`src/design/dtcu_pkg.sv`:
```
/*
 * Package for the dual timer/counter unit: register map, field layout,
 * reset values and machine-cycle timing.
 * Assumes an AXI4-Lite master with 32-bit data and one clock domain.
 */
package dtcu_pkg;

	// ---------------------------------------------------------------
	// Register byte offsets
	// ---------------------------------------------------------------
	localparam logic [3:0] DTCU_OFF_CTRL  = 4'h0;
	localparam logic [3:0] DTCU_OFF_MODE  = 4'h4;
	localparam logic [3:0] DTCU_OFF_CH0   = 4'h8;
	localparam logic [3:0] DTCU_OFF_CH1   = 4'hc;

	// ---------------------------------------------------------------
	// Control register bit positions
	// ---------------------------------------------------------------
	localparam int DTCU_CTL_OVF1 = 7;
	localparam int DTCU_CTL_RUN1 = 6;
	localparam int DTCU_CTL_OVF0 = 5;
	localparam int DTCU_CTL_RUN0 = 4;
	localparam int DTCU_CTL_EDG1 = 3;
	localparam int DTCU_CTL_TYP1 = 2;
	localparam int DTCU_CTL_EDG0 = 1;
	localparam int DTCU_CTL_TYP0 = 0;

	// ---------------------------------------------------------------
	// Mode nibble layout (channel 1 at bit 4, channel 0 at bit 0)
	// ---------------------------------------------------------------
	localparam int DTCU_NIB_CH1 = 4;
	localparam int DTCU_NIB_CH0 = 0;
	localparam int DTCU_MF_GATE = 3;
	localparam int DTCU_MF_FUNC = 2;

	// ---------------------------------------------------------------
	// Reset values
	// ---------------------------------------------------------------
	localparam logic [7:0]  DTCU_RST_CTRL  = 8'h00;
	localparam logic [7:0]  DTCU_RST_MODE  = 8'h00;
	localparam logic [15:0] DTCU_RST_COUNT = 16'h0000;

	// ---------------------------------------------------------------
	// Timing: machine cycle = 6 CPU periods = 12 oscillator periods
	// ---------------------------------------------------------------
	localparam int DTCU_CPU_PER_MC = 6;
	localparam int DTCU_OSC_PER_MC = 2 * DTCU_CPU_PER_MC;
	localparam logic [3:0] DTCU_PH_SAMPLE = 4'h9;
	localparam logic [3:0] DTCU_PH_UPDATE = 4'h4;

	typedef enum logic [1:0] {
		DTCU_M13,
		DTCU_M16,
		DTCU_M8R,
		DTCU_MSPLIT
	} dtcu_mode_t;

	typedef struct packed {
		logic       gate;
		logic       func;
		dtcu_mode_t mode;
	} dtcu_cfg_t;

	typedef struct packed {
		logic [7:0] hi;
		logic [7:0] lo;
	} dtcu_cnt_t;

endpackage

```
`src/design/dtcu_top.sv`:
```
/*
 * Dual timer/counter unit with AXI4-Lite register access.
 * Assumes aclk is the oscillator clock; pins are asynchronous and are
 * synchronised here. Interrupt acknowledge arrives as one-cycle pulses.
 */
`timescale 1ns/100ps
`default_nettype none

module dtcu_top
	import dtcu_pkg::*;
(
	// Clock and reset
	input  wire logic        aclk,
	input  wire logic        aresetn,
	// AXI4-Lite write
	input  wire logic [3:0]  s_axi_awaddr,
	input  wire logic        s_axi_awvalid,
	output logic             s_axi_awready,
	input  wire logic [31:0] s_axi_wdata,
	input  wire logic [3:0]  s_axi_wstrb,
	input  wire logic        s_axi_wvalid,
	output logic             s_axi_wready,
	output logic [1:0]       s_axi_bresp,
	output logic             s_axi_bvalid,
	input  wire logic        s_axi_bready,
	// AXI4-Lite read
	input  wire logic [3:0]  s_axi_araddr,
	input  wire logic        s_axi_arvalid,
	output logic             s_axi_arready,
	output logic [31:0]      s_axi_rdata,
	output logic [1:0]       s_axi_rresp,
	output logic             s_axi_rvalid,
	input  wire logic        s_axi_rready,
	// External pins
	input  wire logic        ch0_count_pin,
	input  wire logic        ch1_count_pin,
	input  wire logic        ext_irq0_pin,
	input  wire logic        ext_irq1_pin,
	// Interrupt vector acknowledges
	input  wire logic        ack_ch0_ovf,
	input  wire logic        ack_ch1_ovf,
	input  wire logic        ack_irq0,
	input  wire logic        ack_irq1,
	// Flag outputs
	output logic             ch0_overflow_flag,
	output logic             ch1_overflow_flag,
	output logic             ext_irq0_req,
	output logic             ext_irq1_req
);

	// -----------------------------------------------------------------
	// Registers
	// -----------------------------------------------------------------
	logic [7:0]  timer_control_flags;
	logic [7:0]  timer_mode_select;
	dtcu_cnt_t   cnt0;
	dtcu_cnt_t   cnt1;
	logic [3:0]  phase;
	logic [3:0]  sync_a;
	logic [3:0]  sync_b;
	logic [1:0]  samp;
	logic [1:0]  samp_prev;
	logic [1:0]  edge_pend;
	logic [1:0]  irq_prev;

	dtcu_cfg_t   cfg0;
	dtcu_cfg_t   cfg1;
	logic        mc_tick;
	logic        upd_tick;
	logic        pin0;
	logic        pin1;
	logic        irq0;
	logic        irq1;
	logic        en0;
	logic        en1;
	logic        en0h;
	logic        inc0;
	logic        inc1;
	logic        inc0h;
	logic        ovf0;
	logic        ovf1;
	dtcu_cnt_t   next_cnt0;
	dtcu_cnt_t   next_cnt1;

	assign cfg0 = dtcu_cfg_t'(timer_mode_select[DTCU_NIB_CH0 +: 4]);
	assign cfg1 = dtcu_cfg_t'(timer_mode_select[DTCU_NIB_CH1 +: 4]);
	assign pin0 = sync_b[0];
	assign pin1 = sync_b[1];
	assign irq0 = sync_b[2];
	assign irq1 = sync_b[3];

	// -----------------------------------------------------------------
	// Machine cycle phase
	// -----------------------------------------------------------------
	always_ff @(posedge aclk) begin
		if (!aresetn) begin
			phase <= 4'h0;
		end else if (phase == 4'(DTCU_OSC_PER_MC - 1)) begin
			phase <= 4'h0;
		end else begin
			phase <= phase + 4'h1;
		end
	end
	assign mc_tick  = (phase == DTCU_PH_SAMPLE);
	assign upd_tick = (phase == DTCU_PH_UPDATE);

	// -----------------------------------------------------------------
	// Pin synchronisers
	// -----------------------------------------------------------------
	always_ff @(posedge aclk) begin
		if (!aresetn) begin
			sync_a <= 4'h0;
			sync_b <= 4'h0;
		end else begin
			sync_a <= {ext_irq1_pin, ext_irq0_pin, ch1_count_pin, ch0_count_pin};
			sync_b <= sync_a;
		end
	end

	// -----------------------------------------------------------------
	// Count pin sampling and edge detection
	// -----------------------------------------------------------------
	always_ff @(posedge aclk) begin
		if (!aresetn) begin
			samp      <= 2'h0;
			samp_prev <= 2'h0;
		end else if (mc_tick) begin
			samp      <= {pin1, pin0};
			samp_prev <= samp;
		end
	end
	// Edge from the last two samples, counted at the next update phase
	assign edge_pend = samp_prev & ~samp;

	// -----------------------------------------------------------------
	// Enables and increments
	// -----------------------------------------------------------------
	// Count on update phase, timer every cycle, counter only on edge
	assign en0  = timer_control_flags[DTCU_CTL_RUN0]
		&& (!cfg0.gate || irq0);
	// Split channel 0 takes the run bit; channel 1 then runs by mode
	assign en1  = (timer_control_flags[DTCU_CTL_RUN1]
		|| cfg0.mode == DTCU_MSPLIT)
		&& (!cfg1.gate || irq1)
		&& (cfg1.mode != DTCU_MSPLIT);
	assign en0h = timer_control_flags[DTCU_CTL_RUN1];
	assign inc0 = upd_tick && en0
		&& (cfg0.func ? edge_pend[0] : 1'b1);
	assign inc1 = upd_tick && en1 && (cfg1.func ? edge_pend[1] : 1'b1);
	assign inc0h = upd_tick && en0h && (cfg0.mode == DTCU_MSPLIT);

	// Shared next-value logic per channel
	function automatic logic [16:0] dtcu_step(input dtcu_cnt_t c,
		input dtcu_mode_t m);
		logic [16:0] r;
		r = {1'b0, c};
		case (m)
			DTCU_M13: begin
				if (c.lo[4:0] == 5'h1f) begin
					r[4:0]  = 5'h00;
					r[15:8] = c.hi + 8'h01;
					r[16]   = (c.hi == 8'hff);
				end else begin
					r[4:0] = c.lo[4:0] + 5'h01;
				end
			end
			DTCU_M16: begin
				r = {1'b0, c} + 17'h00001;
			end
			default: begin
				if (c.lo == 8'hff) begin
					r[7:0] = c.hi;
					r[16]  = 1'b1;
				end else begin
					r[7:0] = c.lo + 8'h01;
				end
			end
		endcase
		return r;
	endfunction

	always_comb begin
		logic [16:0] s0;
		logic [16:0] s1;
		s0 = dtcu_step(cnt0, cfg0.mode);
		s1 = dtcu_step(cnt1, cfg1.mode);
		next_cnt0 = cnt0;
		next_cnt1 = cnt1;
		ovf0 = 1'b0;
		ovf1 = 1'b0;
		if (cfg0.mode == DTCU_MSPLIT) begin
			if (inc0) begin
				next_cnt0.lo = cnt0.lo + 8'h01;
				ovf0 = (cnt0.lo == 8'hff);
			end
			if (inc0h) begin
				next_cnt0.hi = cnt0.hi + 8'h01;
				ovf1 = (cnt0.hi == 8'hff);
			end
		end else if (inc0) begin
			next_cnt0 = dtcu_cnt_t'(s0[15:0]);
			ovf0 = s0[16];
		end
		if (inc1) begin
			next_cnt1 = dtcu_cnt_t'(s1[15:0]);
			if (cfg0.mode != DTCU_MSPLIT) begin
				ovf1 = s1[16];
			end
		end
	end

	// -----------------------------------------------------------------
	// AXI4-Lite slave handshake
	// -----------------------------------------------------------------
	logic        aw_held;
	logic        w_held;
	logic [3:0]  aw_addr;
	logic [31:0] w_data;
	logic [3:0]  w_strb;
	logic        do_wr;

	assign do_wr = aw_held && w_held && !s_axi_bvalid;

	always_ff @(posedge aclk) begin
		if (!aresetn) begin
			aw_held       <= 1'b0;
			w_held        <= 1'b0;
			aw_addr       <= 4'h0;
			w_data        <= 32'h0;
			w_strb        <= 4'h0;
			s_axi_awready <= 1'b0;
			s_axi_wready  <= 1'b0;
			s_axi_bvalid  <= 1'b0;
			s_axi_bresp   <= 2'h0;
		end else begin
			s_axi_awready <= !aw_held && !s_axi_awready && s_axi_awvalid;
			s_axi_wready  <= !w_held && !s_axi_wready && s_axi_wvalid;
			if (s_axi_awvalid && s_axi_awready) begin
				aw_held <= 1'b1;
				aw_addr <= s_axi_awaddr;
			end
			if (s_axi_wvalid && s_axi_wready) begin
				w_held <= 1'b1;
				w_data <= s_axi_wdata;
				w_strb <= s_axi_wstrb;
			end
			if (do_wr) begin
				aw_held      <= 1'b0;
				w_held       <= 1'b0;
				s_axi_bvalid <= 1'b1;
				if (aw_addr == DTCU_OFF_CTRL || aw_addr == DTCU_OFF_MODE
					|| aw_addr == DTCU_OFF_CH0 || aw_addr == DTCU_OFF_CH1) begin
					s_axi_bresp <= 2'h0;
				end else begin
					s_axi_bresp <= 2'h2;
				end
			end else if (s_axi_bready) begin
				s_axi_bvalid <= 1'b0;
			end
		end
	end

	always_ff @(posedge aclk) begin
		if (!aresetn) begin
			s_axi_arready <= 1'b0;
			s_axi_rvalid  <= 1'b0;
			s_axi_rdata   <= 32'h0;
			s_axi_rresp   <= 2'h0;
		end else begin
			s_axi_arready <= !s_axi_arready && !s_axi_rvalid && s_axi_arvalid;
			if (s_axi_arvalid && s_axi_arready) begin
				s_axi_rvalid <= 1'b1;
				s_axi_rresp  <= 2'h0;
				if (s_axi_araddr == DTCU_OFF_CTRL) begin
					s_axi_rdata <= {24'h0, timer_control_flags};
				end else if (s_axi_araddr == DTCU_OFF_MODE) begin
					s_axi_rdata <= {24'h0, timer_mode_select};
				end else if (s_axi_araddr == DTCU_OFF_CH0) begin
					s_axi_rdata <= {16'h0, cnt0};
				end else if (s_axi_araddr == DTCU_OFF_CH1) begin
					s_axi_rdata <= {16'h0, cnt1};
				end else begin
					s_axi_rdata <= 32'h0;
					s_axi_rresp <= 2'h2;
				end
			end else if (s_axi_rready) begin
				s_axi_rvalid <= 1'b0;
			end
		end
	end

	// -----------------------------------------------------------------
	// Mode register and counts
	// -----------------------------------------------------------------
	always_ff @(posedge aclk) begin
		if (!aresetn) begin
			timer_mode_select <= DTCU_RST_MODE;
		end else if (do_wr && aw_addr == DTCU_OFF_MODE && w_strb[0]) begin
			timer_mode_select <= w_data[7:0];
		end
	end

	// Software write wins over a count in the same cycle; run bit
	// changes never touch the counts
	always_ff @(posedge aclk) begin
		if (!aresetn) begin
			cnt0 <= DTCU_RST_COUNT;
			cnt1 <= DTCU_RST_COUNT;
		end else begin
			cnt0 <= next_cnt0;
			cnt1 <= next_cnt1;
			if (do_wr && aw_addr == DTCU_OFF_CH0) begin
				if (w_strb[0]) cnt0.lo <= w_data[7:0];
				if (w_strb[1]) cnt0.hi <= w_data[15:8];
			end
			if (do_wr && aw_addr == DTCU_OFF_CH1) begin
				if (w_strb[0]) cnt1.lo <= w_data[7:0];
				if (w_strb[1]) cnt1.hi <= w_data[15:8];
			end
		end
	end

	// -----------------------------------------------------------------
	// Control flags: overflow, edge, run and type bits
	// -----------------------------------------------------------------
	logic wr_ctl;
	logic [7:0] hw_set;
	logic [7:0] hw_clr;
	assign wr_ctl = do_wr && aw_addr == DTCU_OFF_CTRL && w_strb[0];

	always_comb begin
		hw_set = 8'h00;
		hw_clr = 8'h00;
		hw_set[DTCU_CTL_OVF0] = ovf0;
		hw_set[DTCU_CTL_OVF1] = ovf1;
		hw_clr[DTCU_CTL_OVF0] = ack_ch0_ovf;
		hw_clr[DTCU_CTL_OVF1] = ack_ch1_ovf;
		// Falling edge or low level per type bit
		hw_set[DTCU_CTL_EDG0] = timer_control_flags[DTCU_CTL_TYP0]
			? (irq_prev[0] && !irq0) : !irq0;
		hw_set[DTCU_CTL_EDG1] = timer_control_flags[DTCU_CTL_TYP1]
			? (irq_prev[1] && !irq1) : !irq1;
		hw_clr[DTCU_CTL_EDG0] = ack_irq0;
		hw_clr[DTCU_CTL_EDG1] = ack_irq1;
	end

	always_ff @(posedge aclk) begin
		if (!aresetn) begin
			timer_control_flags <= DTCU_RST_CTRL;
			irq_prev            <= 2'h0;
		end else begin
			irq_prev <= {irq1, irq0};
			// Set beats software write and acknowledge
			timer_control_flags <= ((wr_ctl ? w_data[7:0]
				: timer_control_flags) & ~hw_clr) | hw_set;
		end
	end

	// -----------------------------------------------------------------
	// Flag outputs
	// -----------------------------------------------------------------
	always_ff @(posedge aclk) begin
		if (!aresetn) begin
			ch0_overflow_flag <= 1'b0;
			ch1_overflow_flag <= 1'b0;
			ext_irq0_req      <= 1'b0;
			ext_irq1_req      <= 1'b0;
		end else begin
			ch0_overflow_flag <= timer_control_flags[DTCU_CTL_OVF0];
			ch1_overflow_flag <= timer_control_flags[DTCU_CTL_OVF1];
			ext_irq0_req      <= timer_control_flags[DTCU_CTL_EDG0];
			ext_irq1_req      <= timer_control_flags[DTCU_CTL_EDG1];
		end
	end

	// -----------------------------------------------------------------
	// Assertions
	// -----------------------------------------------------------------
	stop_hold_a: assert property (@(posedge aclk) disable iff (!aresetn)
		(!timer_control_flags[DTCU_CTL_RUN0] && !do_wr)
		|=> cnt0.lo == $past(cnt0.lo))
		else $error("channel 0 low byte moved while stopped");
	mc_rate_a: assert property (@(posedge aclk) disable iff (!aresetn)
		inc1 |=> !inc1 [*8])
		else $error("channel 1 counted twice in a machine cycle");
	split_hold_a: assert property (@(posedge aclk) disable iff (!aresetn)
		(cfg1.mode == DTCU_MSPLIT && !do_wr) |=> cnt1 == $past(cnt1))
		else $error("channel 1 moved in mode 3");
	reload_a: assert property (@(posedge aclk) disable iff (!aresetn)
		(inc0 && cfg0.mode == DTCU_M8R && cnt0.lo == 8'hff && !do_wr)
		|=> cnt0.lo == $past(cnt0.hi))
		else $error("mode 2 reload missing");
	ovf_set_a: assert property (@(posedge aclk) disable iff (!aresetn)
		ovf0 |=> timer_control_flags[DTCU_CTL_OVF0])
		else $error("overflow flag not set");
	ovf_out_a: assert property (@(posedge aclk) disable iff (!aresetn)
		ovf1 |=> ##1 ch1_overflow_flag)
		else $error("channel 1 flag output late");
	edge_flag_a: assert property (@(posedge aclk) disable iff (!aresetn)
		(timer_control_flags[DTCU_CTL_TYP0] && irq_prev[0] && !irq0)
		|=> timer_control_flags[DTCU_CTL_EDG0])
		else $error("edge flag not set");
	upd_phase_a: assert property (@(posedge aclk) disable iff (!aresetn)
		(phase != DTCU_PH_UPDATE && !do_wr)
		|=> (cnt0 == $past(cnt0) && cnt1 == $past(cnt1)))
		else $error("count outside update phase");

endmodule // dtcu_top

`default_nettype wire

```
`config.mk`:
```
export PLATFORM = sky130hd
export DESIGN_NAME = dtcu_top
export DESIGN_NICKNAME = d
export VERILOG_FILES = /design/src/design/dtcu_pkg.sv /design/src/design/dtcu_top.sv
export SDC_FILE = /design/constraint.sdc
export NUM_CORES = 1
export LEC_CHECK = 0
export BUFFER_PORTS_ARGS = -buffer_cell sky130_fd_sc_hd__buf_2
export CAP_MARGIN = 30
export CORE_UTILIZATION = 45
export CTS_CLUSTER_SIZE = 30
export DETAILED_ROUTE_END_ITERATION = 16
export PLACE_DENSITY_LB_ADDON = 0.05
export SYNTH_ARGS = -nofsm -noshare
export SYNTH_HDL_FRONTEND = slang
export SYNTH_SLANG_ARGS = --single-unit
```
`constraint.sdc`:
```
create_clock -name aclk -period 3.5 [get_ports aclk]
set_input_delay 0.525 -clock aclk [delete_from_list [all_inputs] [get_ports aclk]]
set_output_delay 0.525 -clock aclk [all_outputs]
set_load 0.01 [all_outputs]
```
==> results of run 1 <==
-- worst max-delay path, delay by kind of cell, from the launching register on --
family	cells	cell delay, ns
compound gates	2	0.24
simple gates	4	1.51
flops	1	0.44
fa+ha+maj	2	0.56
-- sequential cells by signal, indices dropped and copies added (netlist names), 2 cells and up --
signal / count
samp: 2
cnt1: 16
phase: 4
timer_mode_select: 8
sync_a: 4
irq_prev: 2
s_axi_rdata: 16
aw_addr: 4
timer_control_flags: 8
cnt0: 16
sync_b: 4
w_strb: 2
w_data: 16
samp_prev: 2
-- per-layer routing --
metal	GRT usage (%)	wire [um]	vias up	part of all wire [%]
li1	-	-	2856	-
met1	34.9	8240	2864	45
met2	43.0	8510	202	47
met3	4.80	1080	32	5.9
met4	11.3	410	0	2.2
met5	0	0	-	0
-- synth_stat cells, types with 4 or more instances --
cell type,n,area (um2)
a2111oi_0,4,35.0
a211oi_1,13,97.6
a21oi_1,73,365
a221oi_1,9,78.8
a22o_1,9,78.8
a31oi_1,9,56.3
and2_1,19,119
and3_1,13,81.3
and4_1,9,78.8
buf_1,4,15.0
buf_4,19,143
clkbuf_1,42,158
dfxtp_1,117,2340
ha_1,12,150
inv_1,14,52.6
mux2_2,12,135
mux2i_1,26,260
nand2_1,83,312
nand2b_1,9,56.3
nand3_1,37,185
nand3b_1,4,30.0
nand4_1,7,43.8
nor2_1,64,240
nor2b_1,10,62.6
nor3_1,25,125
nor4_1,10,62.6
o2111ai_1,4,35.0
o211ai_1,4,30.0
o21a_1,4,30.0
o21ai_0,27,135
o31ai_1,7,52.6
or2_2,5,31.3
or3_1,5,31.3
xnor2_1,7,61.3
-- cells by family (layout without fill, tap and decap cells) --
family          after synthesis  count (layout)  synth area share, %
fa+ha+maj                    12              12                 2.41
compound gates              197             197                 20.8
buf+inv                      81             122                 6.05
simple gates                312             312                 25.3
other cells                   1              18               0.0602
xor+xnor                     10              10                 1.41
mux                          38              38                 6.35
flops                       117             117                 37.6
-- cell type report --
| class | instances | area (um2) | share of cell area [%] |
|---|---|---|---|
| sequential | 117 | 2340 | 32.1 |
| tap | 176 | 220 | 3.02 |
| timing repair buffer | 75 | 405 | 5.56 |
| inverter | 15 | 56.3 | 0.772 |
| multi-input combinational | 587 | 3570 | 49.0 |
| clock inverter | 13 | 240 | 3.30 |
| clock buffer | 19 | 453 | 6.21 |
-- worst min-delay path by stage --
stage,slack (ns),start,endpoint
global route,0.31,ch0_count_pin,sync_a[0]
finish,0.31,ch0_count_pin,sync_a[0]
CTS,0.30,ch0_count_pin,sync_a[0]
detailed placement,0.42,sync_a[1],sync_b[1]
floorplan,0.41,sync_a[0],sync_b[0]
global placement,0.41,sync_a[2],sync_b[2]
-- stage by stage --
| stage | total power [uW] | hold WS, ns | area (um2) |
|---|---|---|---|
| after detailed placement | 1560 | 0.424 | 6590 |
| final | 3580 | 0.310 | 7290 |
| after floorplan | 1520 | 0.412 | 6290 |
| after global routing | 3690 | 0.311 | 7290 |
| after global placement | 1560 | 0.415 | 6590 |
| after CTS | 3610 | 0.295 | 7290 |
-- power by group --
| part | total (uW) | internal, uW | switching, uW |
|---|---|---|---|
| sequential | 1390 | 1360 | 26.7 |
| clock | 2050 | 1380 | 662 |
| combinational | 149 | 56.0 | 93.3 |
| total | 3580 | 2800 | 782 |
==> impl_metrics.toml, run 1 <==
[critical_path]
path_cells = "ha_1 -> and3_1 -> ha_1 -> nor2b_1 -> a31oi_1 -> nor4_1 -> a211oi_1 -> nor3_1"
slowest_stage = "nor4_1"
rr_worst_depth = 8
worst-path-max-fanout = 10
crit_arrival_ns = 3.17
end_kind = "register"
reg2reg_from = "cnt1[0]"
worstSetupStartpoint = "cnt1[0]"
rrSetupSlack_ns = 0.66
reg2reg_to = "cnt1[13]"
crit_end = "cnt1[13]"
slowest_delay_ns = 0.55
cpMostUsedCell = "ha_1"
crit_required_ns = 3.84
start_kind = "register"
worstSetupPathType = "register to register"

[yosys]
ys_seq_area_share_pct = 37.6
synth_edf_count = 0
synth.ff_latch_count = 117
syn_area_um2 = 6230
ys.flop_type = "dfxtp_1"
syn_area_per_cell_um2 = 8.11
synthArstFlopShare_pct = 0
synth_cells = 768
ys_warn_count = 0
synth_cell_types = 69

[layout]
synthToLayoutAreaGrowth_pct = 17.1
drive_gt1_share_pct = 15.5
stdcell_count = 1002
num_antenna_cells = 0
postLayoutCoreUtil_pct = 54.6
final_common_cell = "dfxtp_1"
layout.nets = 884
mostFrequentLayoutCells = "117 x dfxtp_1, 83 x nand2_1, 73 x a21oi_1"
fill_cells = 1324

[placement]
placed_cells = 969
gp_congestion = 0.890
dp.final_hpwl_mm = 13.1
place_ws_ns = 0.726
io_buffers = 67

[timing]
slew_headroom_pct = 34.6
finalHoldViolCount = 0
setup_viol = 0
tns_ns = 0
worst_slack_ns = 0.664
finalCritPeriodShare_pct = 81.0
worst_pin_slew_ns = 0.980
layout_min_cycle_time_ns = 2.84
clock-skew-final_ns = 0.00875
slew_violations = 0
fmax_mhz = 353
rsz0062_at_grt = "no"

[clocking]
cts.sinks = 117
insertion_delay_ns = 0.42
clock_tree.root_cell = "clkbuf_16"
cts_resized = 0
cts_setup_buffers = 0
clk_pin_slew_ns = 0.06
htreeDepth = 4
tritoncts = "yes"
cts.path.max_buffers = 2
hold_buffers = 0
cts_buffers = 17

[die]
initial_core_util_pct = 46.7
dieHeight_um = 120
pin_count = 104
die_area_um2 = 14300
rows = 42
coreArea_um2 = 13300
die_x_um = 120

[grt]
grt_pass1_vias = 5665
antenna_found_initial = 0
grtUsageTotal_pct = 26.7
grt_overflow_total = 0
grt_first_pass_wirelength_mm = 29.6
grt_max_degree = 69

[routing]
post-route-drc-count = 0
dr.pass1.iters = 5
viasPerCell = 5.94
wl_per_cell_um = 18.2
final_antenna_net_count = 0
drt-initial-drc-count = 417
vias = 5954
routed_wl_mm = 18.2

[status]
status = "complete, no violations"

[job]
cap_violations = 0

[worst_hold_path]
min_path_cells = 2
hold_path_class = "input port to register"

[pwr]
ir_drop_mv = 0.307
powerDensity_nw_per_um2 = 491
cellLeakagePower_uw = 0.00277
(Power assumes the default switching activity.)
==> run 2, diff against run 1 <==
==> constraint.sdc (replaced) <==
create_clock -name aclk -period 2.9 [get_ports aclk]
set_input_delay 0.435 -clock aclk [delete_from_list [all_inputs] [get_ports aclk]]
set_output_delay 0.435 -clock aclk [all_outputs]
set_load 0.01 [all_outputs]
==> run 2 against run 1 <==
Power grew 13%; design area shrank 0.12%; non-clock buffer count up 9; fmax grew 15%; critical path depth down 1; critical path type unchanged; critical endpoint is now cnt1[11].
==> impl_metrics.toml, run 2 (synthesized netlist as in run 1, its figures left out) <==
[timing]
hold_ws_ns = 0.219
tns_ns = 0
rsz0062_at_grt = "no"
slew_headroom_pct = 48.4
slew_violations = 0
finalHoldViolCount = 0
setup_viol = 0
worst_pin_slew_ns = 0.772
finalCritPeriodShare_pct = 85.1
layout_min_cycle_time_ns = 2.47
clock-skew-final_ns = 0.00891
fmax_mhz = 405

[clocking]
cts.sinks = 117
cts_buffers = 17
clk_pin_slew_ns = 0.06
cts_resized = 0
hold_buffers = 0
htreeDepth = 4
insertion_delay_ns = 0.42
tritoncts = "yes"
cts.path.max_buffers = 2
clock_tree.root_cell = "clkbuf_16"
cts_setup_buffers = 0

[grt]
grt_pass1_vias = 5675
grtUsageTotal_pct = 26.5
grt_max_degree = 58
grt_overflow_total = 0
antenna_found_initial = 1
grt_first_pass_wirelength_mm = 29.7

[pwr]
cellLeakagePower_uw = 0.00278
powerDensity_nw_per_um2 = 555
ir_drop_mv = 0.367

[critical_path]
worst-path-max-fanout = 7
crit_required_ns = 3.24
worstSetupPathType = "register to register"
slowest_stage = "or4b_1"
path_buf_inv = 1
critical_path.top_delay_family = "simple AND/OR/NAND/NOR gates"
end_kind = "register"
path_cells = "inv_1 -> ha_1 -> nand3b_1 -> a2111o_1 -> or2_1 -> or4b_1 -> a31oi_1"
slowest_delay_ns = 0.50
crit_arrival_ns = 2.80
start_kind = "register"

[layout]
synthToLayoutAreaGrowth_pct = 16.9
finalInstanceArea_um2 = 7280
drive_gt1_share_pct = 16.4
stdcell_count = 1011
final_common_cell = "dfxtp_1"
layout.nets = 893
mostFrequentLayoutCells = "117 x dfxtp_1, 83 x nand2_1, 73 x a21oi_1"
num_antenna_cells = 0

[die]
die_x_um = 120
coreArea_um2 = 13300
dieHeight_um = 120
rows = 42
die_area_um2 = 14300
pin_count = 104
initial_core_util_pct = 46.7

[routing]
routed_wl_mm = 18.2
post-route-drc-count = 0
wl_per_cell_um = 18.0
final_antenna_net_count = 0
drt-initial-drc-count = 502
viasPerCell = 5.93
vias = 5993
dr.pass1.iters = 5

[placement]
dp.final_hpwl_mm = 13.2
gp_congestion = 0.895
io_buffers = 67
postPlaceCellArea_um2 = 6660
placed_cells = 978

[worst_hold_path]
hold_path_class = "input port to register"

[status]
status = "complete, no violations"

[job]
cap_violations = 0
-- run 2: path summary, 6_finish.rpt --
check,depth (start not counted),end,slack (ns),start
setup reg to reg,7,cnt1[11],0.43,phase[0]
setup / recovery,7,cnt1[11],0.43,phase[0]
hold / removal,2,sync_a[3],0.22,ext_irq1_pin
hold reg to reg,1,sync_b[0],0.43,sync_a[0]
-- run 2: layer usage --
| metal | vias to the layer above | track usage, % | part of all wire (%) |
|---|---|---|---|
| li1 | 2890 | - | - |
| met1 | 2870 | 35.9 | 46 |
| met2 | 208 | 40.7 | 46 |
| met3 | 23 | 6.65 | 6.1 |
| met4 | 2 | 9.53 | 1.7 |
| met5 | - | 0 | 0.088 |
-- run 2: layout make-up --
class / instances / area, um2
Multi-Input combinational cell: 587 / 3570
Sequential cell: 117 / 2340
Clock buffer: 17 / 425
Timing Repair Buffer: 84 / 473
Fill cell: 1279 / 6070
Tap cell: 176 / 220
Inverter: 15 / 56.3
Clock inverter: 15 / 191
-- run 2: through the flow --
step	util, %	total power (uW)	setup WS (ns)
3_5_place_dp	49.9	1890	0.472
3_3_place_gp	49.9	1880	0.509
5_1_grt	54.6	4180	0.300
2_1_floorplan	-	1830	0.553
6_report	54.6	4040	0.433
4_1_cts	54.5	4080	0.439
-- run 2: where the power goes --
part / internal (uW) / leakage (uW) / switching (uW)
combinational: 68.2 / 0.00153 / 113
sequential: 1640 / 0.000949 / 32.3
clock: 1370 / 0.000298 / 812
